$ cat src/hw/exc_arb_params.svh
// Constants for the exception arbitration unit: offsets, resets, vectors.
// Included by the register and unit design files; definitions only.
`ifndef EXC_ARB_PARAMS_SVH
`define EXC_ARB_PARAMS_SVH

// ------------------------------------------------------------
// Register offsets (APB byte addresses)
// ------------------------------------------------------------
`define OFS_PEND_FIRST   16'hFE04
`define OFS_PEND_SECOND  16'hFE05
`define OFS_PEND_THIRD   16'hFE06
`define OFS_PEND_FOURTH  16'hFE07
`define OFS_GROUP_ENA    16'hFE10
`define OFS_CCR_MASK     16'hFE14
`define OFS_ARB_STATUS   16'hFE18

// ------------------------------------------------------------
// Field positions and reset values
// ------------------------------------------------------------
`define PEND_FIRST_LSB   2
`define PEND_RESET       8'h00
`define GROUP_ENA_RESET  32'h0000_0000

// ------------------------------------------------------------
// Priorities and vectors
// ------------------------------------------------------------
`define NUM_SOURCES      24
`define PRIO_TRAP        5'h00
`define PRIO_LOWEST      5'h18
`define VEC_RESET        16'hFFFE
`define VEC_TRAP         16'hFFFC
`define VEC_LAST         16'hFFCC

`endif

$ cat src/hw/exc_arb_pkg.sv
// Types shared by the exception arbitration unit files.
// Assumes exc_arb_params.svh is on the include path.
package exc_arb_pkg;
  typedef enum logic [2:0]
  {
    ST_RUN   = 3'b000,
    ST_STACK = 3'b001,
    ST_VECHI = 3'b010,
    ST_VECLO = 3'b011,
    ST_DONE  = 3'b100
  } arb_state_t;

  typedef struct packed
  {
    logic        boundary;   // Instruction completes this cycle
    logic        trap;       // Software trap instruction executing
    logic        ret;        // Return instruction executing
    logic        mask_clear; // Core clears global mask
  } core_evt_t;

  typedef struct packed
  {
    logic        stack_push;   // Push context (pulse)
    logic        stack_pop;    // Pop context (pulse)
    logic        push_index_hi;// Always 0: high index byte never stacked
    logic        pc_minus_one; // Stacked PC is PC-1
    logic        discard_fetch;// Drop prefetched opcode
    logic [15:0] vec_addr;     // Vector byte address to fetch
    logic        vec_rd;       // Vector fetch strobe
  } core_cmd_t;
endpackage

$ cat src/hw/exc_apb_regs.sv
// APB slave for pending flags, group enables and the arbitration status.
// Assumes a single APB master on CLK_IN; answers in the access cycle.
`timescale 1ns/1ps
`include "exc_arb_params.svh"
module exc_apb_regs (
  input  wire logic        clk_in,       // Clock
  input  wire logic        rst_in,       // Async reset, high
  input  wire logic        psel_in,      // APB select
  input  wire logic        penable_in,   // APB enable
  input  wire logic        pwrite_in,    // APB write
  input  wire logic [15:0] paddr_in,     // APB address
  input  wire logic [31:0] pwdata_in,    // APB write data
  output logic      [31:0] prdata_out,   // APB read data (reg)
  output logic             pslverr_out,  // Unmapped access
  input  wire logic [23:0] pend_in,      // Pending flags 1..24
  input  wire logic [6:0]  status_in,    // Latched flag, trap flag and level
  output logic      [31:0] grp_ena_out   // Per-event enables of shared groups
);
  logic [31:0] grp_ena_q, grp_ena_d;
  logic [31:0] prdata_q, prdata_d;
  logic        access;
  logic        mapped;

  assign access      = psel_in & penable_in;
  assign prdata_out  = prdata_q;
  assign grp_ena_out = grp_ena_q;

  always_comb
  begin
    grp_ena_d = grp_ena_q;
    prdata_d  = prdata_q;
    mapped    = 1'b1;
    unique case (paddr_in)
      `OFS_PEND_FIRST:  prdata_d = {24'h000000, pend_in[5:0], 2'b00}; // see (RULE14)
      `OFS_PEND_SECOND: prdata_d = {24'h000000, pend_in[13:6]};       // see (RULE19)
      `OFS_PEND_THIRD:  prdata_d = {24'h000000, pend_in[21:14]};
      `OFS_PEND_FOURTH: prdata_d = {30'h00000000, pend_in[23:22]};    // see (RULE20)
      `OFS_GROUP_ENA:   prdata_d = grp_ena_q;
      `OFS_ARB_STATUS:  prdata_d = {25'h0000000, status_in};
      default:
      begin
        prdata_d = 32'h0000_0000;
        mapped   = 1'b0;
      end
    endcase
    // Status registers ignore writes; only the enable word is writable
    if (access && pwrite_in && paddr_in == `OFS_GROUP_ENA)
      grp_ena_d = pwdata_in;
    // Loaded at the setup edge so read data stands through the access edge
    if (!(psel_in && !penable_in && !pwrite_in))
      prdata_d = prdata_q;
  end

  assign pslverr_out = access & ~mapped;

  always_ff @(posedge clk_in or posedge rst_in)
  begin
    if (rst_in)
    begin
      grp_ena_q <= `GROUP_ENA_RESET;
      prdata_q  <= 32'h0000_0000;
    end
    else
    begin
      grp_ena_q <= grp_ena_d;
      prdata_q  <= prdata_d;
    end
  end
endmodule

$ cat src/hw/exc_prio_enc.sv
// Fixed priority encoder over pending requests; lowest index wins.
// Assumes requests already gated by enables.
`timescale 1ns/1ps
module exc_prio_enc #(
  parameter int N = 24
) (
  input  wire logic [N-1:0] req_in,    // Gated requests, bit0 = level 1
  output logic              any_out,   // Some request present
  output logic [4:0]        level_out  // Winning level, 1..N
);
  always_comb
  begin
    any_out   = 1'b0;
    level_out = 5'h00;
    for (int i = N - 1; i >= 0; i--)
    begin
      if (req_in[i])
      begin
        any_out   = 1'b1;
        level_out = 5'(i + 1); // see (RULE15)
      end
    end
  end
endmodule

$ cat src/hw/exception_arbitration_unit.sv
// Exception arbitration unit: latches, masks and arbitrates interrupt
// requests, sequences entry/return handshakes with the core.
// Assumes the core reports instruction boundaries on the same clock.
//
// Notes on behaviour
// (RULE1) Entry pushes context, then sets the global mask. The unit pulses the mask set in the same cycle as the push.
// (RULE2) Return pops the saved context to resume the program.
// (RULE3) Requests are latched and arbitrated at entry; level picks the vector.
// (RULE4) A latched request is not displaced until serviced or mask cleared.
// (RULE5) Hardware requests start only at an instruction boundary.
// (RULE6) At a boundary, take request only if mask clear and enabled.
// (RULE7) Among several enabled requests the highest priority wins.
// (RULE8) Pending request at return is serviced first; prefetch discarded.
// (RULE9) High index byte is never pushed on entry.
// (RULE10) Software trap always enters, regardless of the mask.
// (RULE11) Trap stacks PC; hardware interrupt stacks PC minus one.
// (RULE12) Global mask blocks every source except the software trap.
// (RULE13) Pending flag is 1 while its request is present, else 0.
// (RULE14) First status register: flags six..one in bits 7..2, read-only.
// (RULE15) Levels run 0 highest to 24 lowest; trap at 0, pin at 1.
// (RULE16) Each level owns a two-byte vector, stepping down from the top.
// (RULE17) Shared groups request the OR of each flag ANDed with its enable.
// (RULE18) Vector fetch reads high byte from even, low byte from odd.
// (RULE19) Second status register: flags fourteen..seven, read-only, reset zero.
// (RULE20) Fourth status register: flags 24 and 23 in bits 1..0.
`timescale 1ns/1ps
`include "exc_arb_params.svh"
module exception_arbitration_unit
  import exc_arb_pkg::*;
#(
  parameter int N_SRC = `NUM_SOURCES
) (
  input  wire logic                 CLK_IN,        // 40 MHz bus clock
  input  wire logic                 SYS_RST_IN,    // Async reset, high
  input  wire logic                 PSEL_IN,       // APB select
  input  wire logic                 PENABLE_IN,    // APB enable
  input  wire logic                 PWRITE_IN,     // APB write
  input  wire logic [15:0]          PADDR_IN,      // APB address
  input  wire logic [31:0]          PWDATA_IN,     // APB write data
  output logic      [31:0]          PRDATA_OUT,    // APB read data
  output logic                      PREADY_OUT,    // APB ready
  output logic                      PSLVERR_OUT,   // APB error
  input  wire logic [N_SRC-1:0]     SRC_FLAG_IN,   // Source flags, bit0 = level 1
  input  wire logic [N_SRC-1:0]     SRC_ENA_IN,    // Source enables
  input  wire logic [5:0]           SPI_ERR_FLAG_IN, // Shared group event flags
  input  wire logic [5:0]           SCI_ERR_FLAG_IN, // Shared group event flags
  input  wire logic                 CCR_MASK_IN,   // Global mask bit from core
  input  wire core_evt_t            CORE_EVT_IN,   // Core events
  output core_cmd_t                 CORE_CMD_OUT,  // Commands to core
  output logic                      MASK_SET_OUT,  // Set the global mask (pulse)
  output logic      [4:0]           LEVEL_OUT      // Latched priority level
);
  // ------------------------------------------------------------
  // Request gating
  // ------------------------------------------------------------
  logic [31:0]      grp_ena;
  logic [N_SRC-1:0] raw_req;
  logic [N_SRC-1:0] gated_req;
  logic             any_req;
  logic [4:0]       win_level;

  // Shared groups feed levels 9 and 11 (indices 8 and 10)
  always_comb
  begin
    raw_req     = SRC_FLAG_IN;
    raw_req[8]  = SRC_FLAG_IN[8]  | (|(SPI_ERR_FLAG_IN & grp_ena[5:0]));  // see (RULE17)
    raw_req[10] = SRC_FLAG_IN[10] | (|(SCI_ERR_FLAG_IN & grp_ena[13:8])); // see (RULE17)
  end

  assign gated_req = raw_req & SRC_ENA_IN; // see (RULE6)

  exc_prio_enc #(
    .N (N_SRC)
  ) u_enc (
    .req_in    (gated_req),
    .any_out   (any_req),
    .level_out (win_level)
  );

  // ------------------------------------------------------------
  // Entry / return sequencer
  // ------------------------------------------------------------
  arb_state_t  state_q, state_d;
  logic [4:0]  level_q, level_d;
  logic        is_trap_q, is_trap_d;
  logic        latched_q, latched_d;
  core_cmd_t   cmd_d, cmd_q;
  logic        mask_set_d, mask_set_q;

  function automatic logic [15:0] vec_of(input logic [4:0] lvl);
    // Level 0 is the trap; each further level steps two bytes down
    vec_of = 16'(`VEC_TRAP - {10'h000, lvl, 1'b0}); // see (RULE16)
  endfunction

  always_comb
  begin
    state_d    = state_q;
    level_d    = level_q;
    is_trap_d  = is_trap_q;
    latched_d  = latched_q;
    cmd_d      = '0;
    mask_set_d = 1'b0;
    // Clearing the mask releases a latch that has not started stacking
    if (latched_q && CORE_EVT_IN.mask_clear && state_q == ST_RUN)
      latched_d = 1'b0; // see (RULE4)
    unique case (state_q)
      ST_RUN:
      begin
        if (CORE_EVT_IN.ret)
        begin
          cmd_d.stack_pop = 1'b1; // see (RULE2)
          if (any_req)
          begin
            // Pop restores the mask to clear; go straight into service
            cmd_d.discard_fetch = 1'b1; // see (RULE8)
            level_d   = win_level;
            is_trap_d = 1'b0;
            latched_d = 1'b1;
            state_d   = ST_STACK;
          end
        end
        else if (CORE_EVT_IN.boundary) // see (RULE5)
        begin
          if (CORE_EVT_IN.trap)
          begin
            level_d   = `PRIO_TRAP; // see (RULE10)
            is_trap_d = 1'b1;
            latched_d = 1'b1;
            state_d   = ST_STACK;
          end
          else if (latched_q && !CCR_MASK_IN)
            state_d = ST_STACK; // see (RULE4)
          else if (any_req && !CCR_MASK_IN) // see (RULE12)
          begin
            level_d   = win_level; // see (RULE7)
            is_trap_d = 1'b0;
            latched_d = 1'b1; // see (RULE3)
            state_d   = ST_STACK;
          end
        end
      end
      ST_STACK:
      begin
        cmd_d.stack_push    = 1'b1; // see (RULE1)
        cmd_d.push_index_hi = 1'b0; // see (RULE9)
        cmd_d.pc_minus_one  = ~is_trap_q; // see (RULE11)
        mask_set_d          = 1'b1; // see (RULE1)
        state_d             = ST_VECHI;
      end
      ST_VECHI:
      begin
        cmd_d.vec_rd   = 1'b1;
        cmd_d.vec_addr = vec_of(level_q); // see (RULE18)
        state_d        = ST_VECLO;
      end
      ST_VECLO:
      begin
        cmd_d.vec_rd   = 1'b1;
        cmd_d.vec_addr = vec_of(level_q) | 16'h0001; // see (RULE18)
        state_d        = ST_DONE;
      end
      ST_DONE:
      begin
        latched_d = 1'b0;
        state_d   = ST_RUN;
      end
      default:
        state_d = ST_RUN;
    endcase
  end

  always_ff @(posedge CLK_IN or posedge SYS_RST_IN)
  begin
    if (SYS_RST_IN)
    begin
      state_q    <= ST_RUN;
      level_q    <= 5'h00;
      is_trap_q  <= 1'b0;
      latched_q  <= 1'b0;
      cmd_q      <= '0;
      mask_set_q <= 1'b0;
    end
    else
    begin
      state_q    <= state_d;
      level_q    <= level_d;
      is_trap_q  <= is_trap_d;
      latched_q  <= latched_d;
      cmd_q      <= cmd_d;
      mask_set_q <= mask_set_d;
    end
  end

  assign CORE_CMD_OUT = cmd_q;
  assign MASK_SET_OUT = mask_set_q;
  assign LEVEL_OUT    = level_q;
  assign PREADY_OUT   = 1'b1;

  // ------------------------------------------------------------
  // Status registers
  // ------------------------------------------------------------
  // Flags follow live requests so they read as present, not as history
  exc_apb_regs u_regs (
    .clk_in      (CLK_IN),
    .rst_in      (SYS_RST_IN),
    .psel_in     (PSEL_IN),
    .penable_in  (PENABLE_IN),
    .pwrite_in   (PWRITE_IN),
    .paddr_in    (PADDR_IN),
    .pwdata_in   (PWDATA_IN),
    .prdata_out  (PRDATA_OUT),
    .pslverr_out (PSLVERR_OUT),
    .pend_in     (raw_req), // see (RULE13)
    .status_in   ({latched_q, is_trap_q, level_q}),
    .grp_ena_out (grp_ena)
  );
endmodule

$ cat config.mk
export PLATFORM = sky130hd
export DESIGN_NAME = exception_arbitration_unit
export DESIGN_NICKNAME = d
export VERILOG_FILES = /design/src/hw/exc_arb_pkg.sv /design/src/hw/exc_apb_regs.sv /design/src/hw/exc_prio_enc.sv /design/src/hw/exception_arbitration_unit.sv
export VERILOG_INCLUDE_DIRS = /design/src /design/src/hw
export SDC_FILE = /design/constraint.sdc
export NUM_CORES = 1
export LEC_CHECK = 0
export ABC_CLOCK_PERIOD_IN_PS = 3800
export BUFFER_PORTS_ARGS = -buffer_cell sky130_fd_sc_hd__buf_2
export CORE_MARGIN = 5
export CORE_UTILIZATION = 48
export CTS_CLUSTER_DIAMETER = 40
export DETAILED_ROUTE_END_ITERATION = 10
export GPL_ROUTABILITY_DRIVEN = 0
export PLACE_DENSITY_LB_ADDON = 0.05
export SLEW_MARGIN = 20
export SYNTH_ARGS = -nofsm -noshare
export SYNTH_HDL_FRONTEND = slang
export SYNTH_SLANG_ARGS = --single-unit
$ cat constraint.sdc
create_clock -name CLK_IN -period 3.8 [get_ports CLK_IN]
set_input_delay 0.76 -clock CLK_IN [delete_from_list [all_inputs] [get_ports CLK_IN]]
set_output_delay 0.76 -clock CLK_IN [all_outputs]
set_load 0.02 [all_outputs]
# --- Word level (Yosys, flattened, before mapping) ---
# Index checks and enable logic that the tools add are counted.
op_classes:
  add_sub_neg: 1
  n_eq_ne: 15
  n_mux: 85
  bitwise: 9
  reduce_logical: 19
ops:
  columns: ["operator", "n"]
  rows:
  - ["32-bit case mux with 6 select lines", 1]
  - ["5-bit two-way mux", 30]
  - ["16-bit == test (second input constant)", 6]
  - ["1-bit two-way mux", 45]
  - ["17-bit case mux with 2 select lines", 1]
  - ["24-bit AND", 1]
  - ["3-bit two-way mux", 6]
  - ["6-bit OR reduction", 3]
  - ["6-bit AND", 2]
  - ["3-bit case mux with 4 select lines", 1]
  - ["3-bit != test (second input constant)", 3]
  - ["1-bit logical AND", 8]
  - ["3-bit by 7-bit subtractor with 8-bit output (first input constant)", 1]
  - ["3-bit by 2-bit == test with 1-bit output (second input constant)", 2]
  - ["5-bit by 3-bit != test with 1-bit output (second input constant)", 1]
  - ["5-bit AND reduction", 1]
  - ["3-bit by 1-bit == test with 1-bit output (second input constant)", 1]
  - ["3-bit == test (second input constant)", 1]
  - ["1-bit logical NOT", 3]
  - ["3-bit logical NOT", 1]
  - ["3-bit AND reduction", 1]
  - ["3-bit nonzero test", 1]
  - ["1-bit AND", 2]
  - ["2-bit by 1-bit != test with 1-bit output (second input constant)", 1]
  - ["other kinds (4)", 6]
word_totals:
  register_bits: 96
  wordCells: 142

# --- Longest topological paths before layout ---
logic_depth:
  depth_word: 35
  ltp_mapped: 7
  ltp_nobuf: 6

# --- Modules after synthesis ---
# Synthesis repeated with hierarchy kept, for this count alone.
hier_totals:
  hier_cells: 385
  hier_area_um2: 4391.7
modules_own_cells:
  columns: ["mod", "instances", "cells_per_inst", "area_per_inst_um2", "seq_area_each_um2"]
  rows:
  - ["exc_apb_regs", 1, 210, 2906.5, 1601.5]
  - ["exception_arbitration_unit", 1, 124, 1194.9, 550.5]
  - ["exc_prio_enc", 1, 51, 290.3, 0.0]

# --- Least setup slack after synthesis ---
# Ideal clock, no wire load.
synth_path:
  path_kind: "in2out"
  startpoint: "input PADDR_IN[5]"
  endpoint: "output PSLVERR_OUT"
  t_arrival_ns: 1.901
  required_ns: 3.040
  slack_ns: 1.139
  path_stages: 4
  path_buffers: 0
  cell_sequence: "or4_4 > nor2_1 > nand3_1 > and4_1"
synth_between:
  elab_chain_cells: 5
  word_cells_on_any_way: 10
  classes_between: "eq/ne (6); mux (1); bitwise (2); reduce/logical (1)"
synth_lines:
  columns: ["item", "line_no", "rtl"]
  rows:
  - ["from (decl)", "exception_arbitration_unit.sv:38", "input wire logic [15:0] PADDR_IN,"]
  - ["16-bit == test", "exc_apb_regs.sv:33", "unique case (paddr_in)"]
  - ["6-bit OR reduction (no line) *", null, null]
  - ["1-bit two-way mux *", "exc_apb_regs.sv:33", null]
  - ["1-bit inverter *", "exc_apb_regs.sv:54", "assign pslverr_out = access & ~mapped;"]
  - ["1-bit AND *", "exc_apb_regs.sv:54", null]
  - ["to (decl)", "exception_arbitration_unit.sv:42", "output logic PSLVERR_OUT,"]
# Mark *: on every way between the ends. The rest lies on a longest branch, timed or not.

# --- Worst setup path in the final report ---
# Ends and elaborated chain as after synthesis.

==> metrics.md <==
| Metric | Value |
|---|---|
| Worst setup SP type | primary input |
| Cell leakage power | 2.80 nW |
| R2r endpoint | LEVEL_OUT[3]$_DFFE_PP0P_ |
| Grt ovf | 0 |
| Clock Tree Buf Depth | 2 |
| Routed wire length | 11000 um |
| FMAX | 338 MHz |
| Die area | 0.0107 mm^2 |
| Post-DP HPWL | 8730 um |
| Synthesized instance count | 356 |
| Area added between synthesis and finish | 26.7% |
| Vias per cell | 5.46 |
| Initial DRC count | 100 |
| CP Capture Type | output pin |
| CTS clk-pin slew, worst paths | 0.09 ns |
| Worst-path fanout max | 4 |
| WHS Endpoint | u_regs.prdata_out[5]$_DFFE_PP0P_ |
| Starting density of the core | 0.487 |
| Multi-input gate area | 0.00186 mm^2 |
| Final setup viols | 0 |
| Post-Route M1 WL | 4370 um |
| Pwr/cell area | 455 mW/mm^2 |
| Overall routing resource usage | 0.205 |
| Max Used Layer | met4 |
| Hold_sp | u_regs.prdata_out[5]$_DFFE_PP0P_ |
| DR pass1 iterations | 5 |
| Register area share after synthesis | 0.515 |
| WL per Instance | 17.3 um |
| CTS tree | yes |
| Post-Synth Simple-Gate Area | 0.105 |
| Final Max Tran Viols | 0 |
| CTS sink count | 86 |
| Post-DRT Antenna Nets | 0 |
| Reg2reg path depth | 6 |
| Wire length on met3 | 785 um |
| Post-synth ARST share | 1.00 |
| Core area | 0.00859 mm^2 |
| TritonCTS Buffers | 9 |
| Post-synthesis mux area share | 0.140 |
| Crit-path cells | buf_2 -> or4_4 -> nor2_1 -> nand3_1 -> and4_1 -> buf_2 |
| Final #Nets | 643 |
| Crit-path slowest cell | or4_4 |
| Layout cell share with drive strength beyond 1 | 0.480 |
| Skew final | 0.0111 ns |
| Compound-cell area share of the yosys netlist | 0.186 |
| Mapped Area | 0.00418 mm^2 |
| Slew HR | 0.499 |
| Xor/xnor share of the synthesized area | 0.00838 |
| Ys flop type | dfrtp_1 |
| Number of fill cells | 758 |
| Vias in the first global route | 3462 |
| Worst Tran Pin Value | 0.752 ns |
| Yosys reg bits | 86 |
| RSZ-0062 raised after global routing | no |
| Reg area | 0.00215 mm^2 |
| Status | completed |
| Max stage delay on crit path | 0.54 ns |
| CTS Hold Bufs | 0 |
| Reg-to-reg startpoint | u_regs.grp_ena_out[2]$_DFFE_PP0P_ |
| Die Height | 103 um |
| Crit-path most repeated cell | buf_2 |
| Fin crit share | 0.778 |
| Pwr Total | 2.41 mW |
| Tmin final | 2.96 ns |
| H-tree depth | 3 |
| Worst Hold Depth | 2 |
| Required time worst endpoint | 3.04 ns |
| Syn nets | 475 |
| Hold Crit Class | flop to flop |
| Synth Warn # | 0 |
| Setup tns final | 0 ns |
| Root buffer cell | clkbuf_8 |
| Largest family of logic cells by synthesized area | compound AO/OA/AOI/OAI gates |
| Final Hold Fails | 0 |
| Worst Path Arrival | 2.20 ns |
| Initial antenna violation count | 0 |
| R2R setup slack | 1.42 ns |
| Row count | 34 |
| Die Width | 103 um |
| Critical path class | primary input to output pin |
| Global-route wire length before repair | 16900 um |
| Largest net degree at the start of global routing | 65 |
| Port bufs | 177 |
| Post-CTS sizing | 0 |
| Max-cap violations | 0 |
| # IOs | 180 |
| Distinct cells, synth | 52 |
| DRC Markers | 0 |
| Post-Synth Adder-Cell Area | 0.00299 |
| Met2 routed WL | 5690 um |
| Worst-skew pair later-pin latency | 0.35 ns |
| Mean post-synth cell area | 11.7 um^2 |
| Vias | 3481 |
| Postcts setup bufs | 0 |
| Number of synthesized flops with an enable pin | 0 |
| Worst VDD drop | 0.217 mV |
power breakdown:
group	switching, mW	internal [mW]	total [mW]
sequential	0.0984	1.01	1.11
clock	0.352	0.315	0.667
combinational	0.383	0.256	0.639
how the worst max path moves through the flow:
| stage | startpoint | to | slack, ns | cells after the start |
|---|---|---|---|---|
| after CTS | PADDR_IN[5] | PSLVERR_OUT | 0.84 | 6 |
| after floorplan | SYS_RST_IN | CORE_CMD_OUT[15]$_DFF_PP0_ | 0.82 | 1 |
| after global routing | PADDR_IN[5] | PSLVERR_OUT | 0.78 | 6 |
| final | PADDR_IN[5] | PSLVERR_OUT | 0.84 | 6 |
| after detailed placement | PADDR_IN[5] | PSLVERR_OUT | 0.84 | 6 |
| after global placement | PADDR_IN[5] | PSLVERR_OUT | 0.92 | 6 |
layer usage:
metal	GRT usage	vias up
met2	0.342	99
met4	0.0608	0
met1	0.264	1700
met5	0	-
li1	-	1668
met3	0.0530	14
flip-flops by register name, indices dropped and copies added (netlist names):
| name | cells |
|---|---|
| CORE_CMD_OUT | 11 |
| LEVEL_OUT | 5 |
| MASK_SET_OUT | 1 |
| is_trap_q | 1 |
| latched_q | 1 |
| state_q | 3 |
| u_regs.grp_ena_out | 32 |
| u_regs.prdata_out | 32 |
cell type report:
class / instances / share of cell area
antenna: 1 / 0.000472
clock buffer: 9 / 0.0234
clock inverter: 7 / 0.0151
inverter: 5 / 0.00402
multi-input combinational: 240 / 0.351
sequential: 86 / 0.406
tap: 108 / 0.0255
timing repair buffer: 182 / 0.174
metrics by stage:
stage	setup WS, ns	util	hold slack [ns]	instance area [um^2]	cells
3_3_place_gp	0.921	0.592	0.462	5090	621
6_report	0.842	0.616	0.493	5300	638
3_5_place_dp	0.841	0.592	0.472	5090	621
4_1_cts	0.840	0.616	0.497	5290	637
5_1_grt	0.782	0.616	0.504	5290	637
2_1_floorplan	0.818	-	0.459	4180	356
synth_stat cells, drive strengths merged, types with 8 or more instances:
cell type	instances	area share
a21oi	9	0.012
clkbuf	8	0.0072
buf	17	0.029
mux2	45	0.12
nand2	22	0.020
a31oi	8	0.016
a22o	28	0.059
nor2	16	0.014
nand3	13	0.016
a22oi	13	0.023
mux2i	8	0.019
dfrtp	86	0.51
o21ai	11	0.013
layout by cell type (no fill, tap or decap), drive strengths merged, types with 9 or more instances in the layout:
cell type,instances
buf,182
dfrtp,86
mux2,45
a22o,28
nand2,22
nor2,16
nand3,13
a22oi,13
o21ai,11
clkbuf,9
a21oi,9
worst max-delay path: cells and delay by family:
kind                   cells  cell delay, ns
and+or+nand+nor            4            1.19
buffers and inverters      2            0.24
cells by family after synthesis:
group | after synthesis
xor gates and xnor gates | 4
AOI/OAI and AO/OA | 96
and+or+nand+nor | 84
muxes | 53
adders and majority gates | 1
DFF | 86
other | 2
buffers and inverters | 30
(Power assumes the default switching activity.)
